**config.mk**
```make
export PLATFORM = sky130hd
export DESIGN_NAME = pd_status_regs
export DESIGN_NICKNAME = d
export VERILOG_FILES = /design/src/pkg/pd_status_pkg.sv /design/src/rtl/event_flag_bank.sv /design/src/rtl/cc_activity_detect.sv /design/src/rtl/pd_status_regs.sv
export SDC_FILE = /design/constraint.sdc
export NUM_CORES = 1
export LEC_CHECK = 0
export BUFFER_PORTS_ARGS = -buffer_cell sky130_fd_sc_hd__buf_2
export CORE_UTILIZATION = 25
export CTS_CLUSTER_DIAMETER = 30
export DETAILED_ROUTE_END_ITERATION = 12
export PLACE_DENSITY_LB_ADDON = 0.25
export SETUP_SLACK_MARGIN = 0.15
export SYNTH_ARGS = -nofsm -noshare
export SYNTH_HDL_FRONTEND = slang
export SYNTH_HIERARCHICAL = 1
export SYNTH_SLANG_ARGS = --single-unit
```
**constraint.sdc**
```tcl
create_clock -name core_clk -period 4.1 [get_ports core_clk]
set_clock_uncertainty 0.2 [all_clocks]
set_input_delay 0.82 -clock core_clk [delete_from_list [all_inputs] [get_ports core_clk]]
set_output_delay 0.82 -clock core_clk [all_outputs]
set_load 0.01 [all_outputs]
```
**src/pkg/pd_status_pkg.sv**
```systemverilog
// Package for the PD status and interrupt register group.
// Assumes one core clock at 100 MHz and a synchronous active-high reset.
package pd_status_pkg;
  localparam logic [7:0] ADDR_TOGGLE_SOP   = 8'h3D;
  localparam logic [7:0] ADDR_EVENT_FLAGS  = 8'h3E;
  localparam logic [7:0] ADDR_ACK_FLAG     = 8'h3F;
  localparam logic [7:0] ADDR_CC_STATUS    = 8'h40;
  localparam logic [7:0] ADDR_EVENT_MASK   = 8'h0E;
  localparam logic [7:0] ADDR_POWER        = 8'h0B;
  localparam logic [7:0] ADDR_MEASURE      = 8'h02;

  localparam logic [7:0] RESET_VALUE       = 8'h00;
  localparam int         TOGGLE_LSB        = 3;
  localparam int         POWER_MEASURE_BIT = 2;
  localparam int         MEAS_LINE1_BIT    = 2;
  localparam int         MEAS_LINE2_BIT    = 3;
  localparam int         WAKE_ENABLE_BIT   = 0;

  localparam logic [2:0] TOG_RUNNING   = 3'h0;
  localparam logic [2:0] TOG_SRC_LINE1 = 3'h1;
  localparam logic [2:0] TOG_SRC_LINE2 = 3'h2;
  localparam logic [2:0] TOG_SNK_LINE1 = 3'h5;
  localparam logic [2:0] TOG_SNK_LINE2 = 3'h6;
  localparam logic [2:0] TOG_AUDIO     = 3'h7;

  localparam logic [1:0] LVL_BELOW_200 = 2'h0;
  localparam logic [1:0] LVL_TO_660    = 2'h1;
  localparam logic [1:0] LVL_TO_1230   = 2'h2;
  localparam logic [1:0] LVL_ABOVE     = 2'h3;
  localparam int         LEVEL1_MV     = 200;
  localparam int         LEVEL2_MV     = 660;
  localparam int         LEVEL3_MV     = 1230;

  localparam int         CLK_PERIOD_NS     = 10;
  localparam int         ACTIVITY_HOLD_NS  = 20000;
  localparam int         ACTIVITY_HOLD_CYC = ACTIVITY_HOLD_NS / CLK_PERIOD_NS;
  localparam int         ACTIVITY_MIN_EDGES = 3;

  typedef struct packed {
    logic overcurrent_or_heat;
    logic toggle_finished;
    logic soft_reset_failed;
    logic retransmit_failed;
    logic hard_reset_sent;
    logic packet_acked;
    logic soft_reset_received;
    logic hard_reset_received;
  } pd_events_t;

  typedef struct packed {
    logic       toggle_running;
    logic       settled_source_line1;
    logic       settled_source_line2;
    logic       settled_sink_line1;
    logic       settled_sink_line2;
    logic       audio_accessory;
    logic       rx_sop_valid;
    logic [1:0] rx_sop_kind;
  } toggle_sop_t;

  typedef struct packed {
    logic        bus_power_good;
    logic        comparator_high;
    logic        checksum_good_pulse;
    logic        checksum_bad_pulse;
    logic        tx_fifo_full;
    logic        rx_fifo_full;
    logic        attach_seen;
    logic [11:0] cc_millivolts;
  } cc_inputs_t;
endpackage

```
**src/rtl/event_flag_bank.sv**
```systemverilog
// Read-to-clear sticky flag bank.
// Assumes event pulses come from the core clock domain.
`timescale 1ns/1ps
module event_flag_bank #(
  parameter int WIDTH = 8
) (
  input  wire logic             core_clk,
  input  wire logic             sys_rst,
  input  wire logic [WIDTH-1:0] event_pulse,
  input  wire logic             read_clear,
  output logic      [WIDTH-1:0] flags_reg
);
  // Set wins over a read in the same cycle so no event is lost
  always_ff @(posedge core_clk) begin
    if (sys_rst) begin
      flags_reg <= '0;
    end else if (read_clear) begin
      flags_reg <= event_pulse;
    end else begin
      flags_reg <= flags_reg | event_pulse;
    end
  end
endmodule

```
**src/rtl/cc_activity_detect.sv**
```systemverilog
// Bus activity detector on the active CC line.
// Assumes cc_line_sync is already synchronised to core_clk.
`timescale 1ns/1ps
module cc_activity_detect #(
  parameter int HOLD_CYCLES = pd_status_pkg::ACTIVITY_HOLD_CYC,
  parameter int MIN_EDGES   = pd_status_pkg::ACTIVITY_MIN_EDGES
) (
  input  wire logic core_clk,
  input  wire logic sys_rst,
  input  wire logic cc_line_sync,
  output logic      active_reg
);
  logic        last_reg;
  logic [1:0]  edge_cnt_reg;
  logic [15:0] hold_cnt_reg;
  logic        edge_seen;

  assign edge_seen = cc_line_sync ^ last_reg;

  always_ff @(posedge core_clk) begin
    if (sys_rst) begin
      last_reg <= 1'b0;
    end else begin
      last_reg <= cc_line_sync;
    end
  end

  // Edge count restarts when the line has been quiet for the hold time
  always_ff @(posedge core_clk) begin
    if (sys_rst) begin
      edge_cnt_reg <= 2'h0;
      hold_cnt_reg <= 16'h0000;
      active_reg   <= 1'b0;
    end else if (edge_seen) begin
      hold_cnt_reg <= 16'(HOLD_CYCLES);
      if (edge_cnt_reg < 2'(MIN_EDGES - 1)) begin
        edge_cnt_reg <= edge_cnt_reg + 2'h1;
      end else begin
        active_reg <= 1'b1;
      end
    end else if (hold_cnt_reg != 16'h0000) begin
      hold_cnt_reg <= hold_cnt_reg - 16'h0001;
    end else begin
      edge_cnt_reg <= 2'h0;
      active_reg   <= 1'b0;
    end
  end
endmodule

```
**src/rtl/pd_status_regs.sv**
```systemverilog
// Status and interrupt registers of the Type-C port controller PD layer.
// Assumes register access over the I2C port's internal byte interface, same clock.
`timescale 1ns/1ps
module pd_status_regs (
  input  wire logic                       core_clk,
  input  wire logic                       sys_rst,
  input  wire logic                       reg_wr_en,
  input  wire logic                       reg_rd_en,
  input  wire logic [7:0]                 reg_addr,
  input  wire logic [7:0]                 reg_wr_data,
  output logic      [7:0]                 reg_rd_data,
  input  wire pd_status_pkg::pd_events_t  pd_events,
  input  wire logic                       ack_sent_pulse,
  input  wire pd_status_pkg::toggle_sop_t toggle_sop,
  input  wire pd_status_pkg::cc_inputs_t  cc_inputs,
  input  wire logic                       cc_line_pin,
  input  wire logic                       bus_power_pin,
  input  wire logic                       comparator_pin,
  output logic                            irq_n
);
  logic [1:0] cc_sync_reg;
  logic [1:0] vbus_sync_reg;
  logic [1:0] comp_sync_reg;
  logic [7:0] event_mask_reg;
  logic [7:0] power_reg;
  logic [7:0] measure_reg;
  logic [2:0] toggle_code_reg;
  logic [2:0] sop_flags_reg;
  logic       checksum_reg;
  logic       alert_reg;
  logic       wake_reg;
  logic [1:0] level_reg;
  logic       activity;
  logic [7:0] event_flags;
  logic [7:0] ack_flags;
  logic [7:0] rd_next;
  logic       rd_events;
  logic       rd_ack;
  logic       measure_on;

  // Two-flop synchronisers for pin-level inputs
  always_ff @(posedge core_clk) begin
    if (sys_rst) begin
      cc_sync_reg   <= 2'h0;
      vbus_sync_reg <= 2'h0;
      comp_sync_reg <= 2'h0;
    end else begin
      cc_sync_reg   <= {cc_sync_reg[0], cc_line_pin};
      vbus_sync_reg <= {vbus_sync_reg[0], bus_power_pin};
      comp_sync_reg <= {comp_sync_reg[0], comparator_pin};
    end
  end

  // Writable control copies: mask, power and measure select
  always_ff @(posedge core_clk) begin
    if (sys_rst) begin
      event_mask_reg <= pd_status_pkg::RESET_VALUE;
      power_reg      <= pd_status_pkg::RESET_VALUE;
      measure_reg    <= pd_status_pkg::RESET_VALUE;
    end else if (reg_wr_en) begin
      // Status and flag addresses have no write path
      unique case (reg_addr)
        pd_status_pkg::ADDR_EVENT_MASK: event_mask_reg <= reg_wr_data;
        pd_status_pkg::ADDR_POWER:      power_reg      <= {4'h0, reg_wr_data[3:0]};
        pd_status_pkg::ADDR_MEASURE:    measure_reg    <= reg_wr_data;
        default: begin
        end
      endcase
    end
  end

  // Toggle outcome encoding
  always_ff @(posedge core_clk) begin
    if (sys_rst) begin
      toggle_code_reg <= pd_status_pkg::TOG_RUNNING;
    end else if (toggle_sop.toggle_running) begin
      toggle_code_reg <= pd_status_pkg::TOG_RUNNING;
    end else if (toggle_sop.audio_accessory) begin
      toggle_code_reg <= pd_status_pkg::TOG_AUDIO;
    end else if (toggle_sop.settled_source_line1) begin
      toggle_code_reg <= pd_status_pkg::TOG_SRC_LINE1;
    end else if (toggle_sop.settled_source_line2) begin
      toggle_code_reg <= pd_status_pkg::TOG_SRC_LINE2;
    end else if (toggle_sop.settled_sink_line1) begin
      toggle_code_reg <= pd_status_pkg::TOG_SNK_LINE1;
    end else if (toggle_sop.settled_sink_line2) begin
      toggle_code_reg <= pd_status_pkg::TOG_SNK_LINE2;
    end
  end

  // Last received packet kind: 0 plain, 1 prime debug, 2 double prime debug
  always_ff @(posedge core_clk) begin
    if (sys_rst) begin
      sop_flags_reg <= 3'h0;
    end else if (toggle_sop.rx_sop_valid) begin
      unique case (toggle_sop.rx_sop_kind)
        2'h0:    sop_flags_reg <= 3'h1;
        2'h1:    sop_flags_reg <= 3'h2;
        2'h2:    sop_flags_reg <= 3'h4;
        default: sop_flags_reg <= 3'h0;
      endcase
    end
  end

  // Checksum status: set on good, cleared on bad; good wins if both arrive
  always_ff @(posedge core_clk) begin
    if (sys_rst) begin
      checksum_reg <= 1'b0;
    end else if (cc_inputs.checksum_good_pulse) begin
      checksum_reg <= 1'b1;
    end else if (cc_inputs.checksum_bad_pulse) begin
      checksum_reg <= 1'b0;
    end
  end

  assign measure_on = power_reg[pd_status_pkg::POWER_MEASURE_BIT] &&
                      (measure_reg[pd_status_pkg::MEAS_LINE1_BIT] ||
                       measure_reg[pd_status_pkg::MEAS_LINE2_BIT]);

  // Live CC status; level frozen while measure block is off
  always_ff @(posedge core_clk) begin
    if (sys_rst) begin
      alert_reg <= 1'b0;
      wake_reg  <= 1'b0;
      level_reg <= pd_status_pkg::LVL_BELOW_200;
    end else begin
      alert_reg <= cc_inputs.tx_fifo_full | cc_inputs.rx_fifo_full;
      wake_reg  <= cc_inputs.attach_seen &
                   power_reg[pd_status_pkg::WAKE_ENABLE_BIT];
      if (measure_on) begin
        if (cc_inputs.cc_millivolts > 12'(pd_status_pkg::LEVEL3_MV)) begin
          level_reg <= pd_status_pkg::LVL_ABOVE;
        end else if (cc_inputs.cc_millivolts > 12'(pd_status_pkg::LEVEL2_MV)) begin
          level_reg <= pd_status_pkg::LVL_TO_1230;
        end else if (cc_inputs.cc_millivolts > 12'(pd_status_pkg::LEVEL1_MV)) begin
          level_reg <= pd_status_pkg::LVL_TO_660;
        end else begin
          level_reg <= pd_status_pkg::LVL_BELOW_200;
        end
      end
    end
  end

  cc_activity_detect u_activity (
    .core_clk     (core_clk),
    .sys_rst      (sys_rst),
    .cc_line_sync (cc_sync_reg[1]),
    .active_reg   (activity)
  );

  assign rd_events = reg_rd_en && (reg_addr == pd_status_pkg::ADDR_EVENT_FLAGS);
  assign rd_ack    = reg_rd_en && (reg_addr == pd_status_pkg::ADDR_ACK_FLAG);

  // Bit order matches flag positions 7 down to 0
  event_flag_bank #(.WIDTH(8)) u_events (
    .core_clk    (core_clk),
    .sys_rst     (sys_rst),
    .event_pulse (pd_events),
    .read_clear  (rd_events),
    .flags_reg   (event_flags)
  );

  event_flag_bank #(.WIDTH(8)) u_ack (
    .core_clk    (core_clk),
    .sys_rst     (sys_rst),
    .event_pulse ({7'h00, ack_sent_pulse}),
    .read_clear  (rd_ack),
    .flags_reg   (ack_flags)
  );

  always_comb begin
    rd_next = 8'h00;
    unique case (reg_addr)
      pd_status_pkg::ADDR_TOGGLE_SOP:
        rd_next = {2'h0, toggle_code_reg, sop_flags_reg};
      pd_status_pkg::ADDR_EVENT_FLAGS: rd_next = event_flags;
      pd_status_pkg::ADDR_ACK_FLAG:    rd_next = {7'h00, ack_flags[0]};
      pd_status_pkg::ADDR_CC_STATUS:
        rd_next = {vbus_sync_reg[1], activity, comp_sync_reg[1], checksum_reg,
                   alert_reg, wake_reg, level_reg};
      pd_status_pkg::ADDR_EVENT_MASK:  rd_next = event_mask_reg;
      pd_status_pkg::ADDR_POWER:       rd_next = power_reg;
      pd_status_pkg::ADDR_MEASURE:     rd_next = measure_reg;
      default:                         rd_next = 8'h00;
    endcase
  end

  // Read data registered; flags clear in the same edge
  always_ff @(posedge core_clk) begin
    if (sys_rst) begin
      reg_rd_data <= 8'h00;
    end else if (reg_rd_en) begin
      reg_rd_data <= rd_next;
    end
  end

  // Second flag register has no mask, so it always drives the line
  always_ff @(posedge core_clk) begin
    if (sys_rst) begin
      irq_n <= 1'b1;
    end else begin
      irq_n <= ~(|(event_flags & ~event_mask_reg) | ack_flags[0]);
    end
  end
endmodule

```
==> results.toml <==
[cells_and_area]
mostFrequentLayoutCell = "dfxtp_1"
largest_register_ffs = 16
nets = 552
final_cell_mix = "dfxtp_1 (75), buf_2 (66), a21oi_1 (43)"
drive_gt1_share_pct = 20.2
area_delta_synth_final_pct = 21.1
fillerInstances = 1470
stdcell_area_um2 = 4340
antenna_cells = 0

[worst_setup_path]
r2r_setup_slack_ps = 1620
worstPathMaxFanout = 8
r2r_start = "u_activity/hold_cnt_reg[0]"
reg2reg_to = "u_activity/hold_cnt_reg[14]"
endpoint = "reg_rd_data[2]"
startpoint = "reg_addr[0]"
crit_family = "simple AND/OR/NAND/NOR gates"
crit_required_ps = 4170
end_kind = "flop"
r2r_cells = 6
arrival_ps = 2770
path_class = "in2reg"
crit_chain = "buf_2, or4_4, nor4b_4, a311oi_2, a211oi_2, a22o_1"
crit_buf_inv = 1
crit_slowest_cell = "or4_4"
max_stage_delay_ps = 560
cp.depth = 6
crit_path_start_kind = "input port"

[clock_tree]
clockBufferDepth = 2
cts_tree = "yes"
htree_num_levels = 3
ctsHoldBuffers = 0
clock_latency_ps = 330
cts_setup_buffers = 0
root_buffer = "clkbuf_16"
clkSlewWorstSetupHoldPaths_ps = 60
numCtsBuffers = 9
post_cts_resized = 0
clock_sinks = 75

[pwr]
power_frac_comb_pct = 23.9
power_mw = 2.11
seqPwrFrac_pct = 42.0
peakVddDrop_uv = 165
switchingPower_mw = 0.668
internal_power_mw = 1.44
p_clk_share_pct = 34.1
powerDensity_nw_per_um2 = 486
switching_share_pct = 31.7
power_leakage_nw = 1.62

[routing]
drc_errors = 0
dr.pass1.iters = 5
wire_per_inst_um = 14.9
drt-total-wl_um = 10100
num_vias = 3353
drt_iter0_drc = 243
final_antenna_net_count = 0
via_per_inst = 4.97

[placement]
hpwl_um = 7390
place_area_um2 = 4070
io_buffers = 66
place.gp.congestion = 0.837

[sta]
maxSlewHeadroom_pct = 39.1
rsz0062_at_grt = "no"
final-max-slew-violation-count = 0
fin_crit_sh_pct = 65.8
fmax_ghz = 0.371
period_minus_slack_ps = 2700
worstMarginPinSlew_ps = 910
setup_tns_ps = 0
hold_viol = 0
finalSetupViolations = 0

[floorplanning]
io_pins = 69
row_count = 43
die_w_um = 122
initial_utilization_pct = 25.7
coreArea_um2 = 13900
dieArea_um2 = 14800
die_h_um = 122

[global_route]
antenna_found_initial = 0
grt_max_degree = 43
grtUsageTotal_pct = 14.3
gr-total-overflow = 0
grt_first_pass_wirelength_um = 16300
grt_pass1_vias = 3196

[yosys]
synth_area_um2 = 3580
synthCells = 431
yosys_warnings = 6
avgSynthCellArea_um2 = 8.32
syn_nets = 492

[outcome]
status = "finished, final reports clean"

[run]
cap_viol_max_count = 0

[hold_path]
hp-class = "reg2reg"
hold_path_depth = 1
worst min path at each step:
stage / from / slack [ps] / endpoint
floorplan: cc_sync_reg[0] / 210 / cc_sync_reg[1]
global placement: cc_sync_reg[0] / 220 / cc_sync_reg[1]
detailed placement: vbus_sync_reg[0] / 230 / vbus_sync_reg[1]
CTS: vbus_sync_reg[0] / 240 / vbus_sync_reg[1]
global route: comp_sync_reg[0] / 260 / comp_sync_reg[1]
finish: vbus_sync_reg[0] / 240 / vbus_sync_reg[1]
area by class of cell:
type,count,area [um^2],share of cell area (%)
Clock buffer,12,256,5.91
Sequential cell,75,1500,34.6
Inverter,25,93.8,2.16
Timing Repair Buffer,69,353,8.13
Clock inverter,2,12.5,0.288
Tap cell,180,225,5.19
Multi-Input combinational cell,311,1900,43.7
metrics by stage:
stage	hold WS (ps)	util, %	cells	setup slack (ps)
2_1_floorplan	214	-	431	1570
3_3_place_gp	215	29.2	660	1070
3_5_place_dp	225	29.2	660	1060
4_1_cts	239	31.1	674	1420
5_1_grt	261	31.1	674	1340
6_report	235	31.1	674	1400
power by group through the flow:
stage	Sequential [mW]	Clock, mW	Combinational [mW]
6_report	0.885	0.720	0.504
3_3_place_gp	0.896	0	0.500
5_1_grt	0.897	0.778	0.570
2_1_floorplan	0.876	0	0.404
3_5_place_dp	0.898	0	0.501
4_1_cts	0.884	0.742	0.504
per-layer routing:
| layer | up-vias | routed length (um) | GRT usage (%) | part of all wire (%) |
|---|---|---|---|---|
| li1 | 1688 | - | - | - |
| met1 | 1569 | 4860 | 19.0 | 48 |
| met2 | 81 | 4570 | 22.0 | 45 |
| met3 | 15 | 399 | 2.95 | 4.0 |
| met4 | 0 | 233 | 6.71 | 2.3 |
| met5 | - | 0 | 0 | 0 |
No activity file was read; power rests on OpenSTA's default activity.
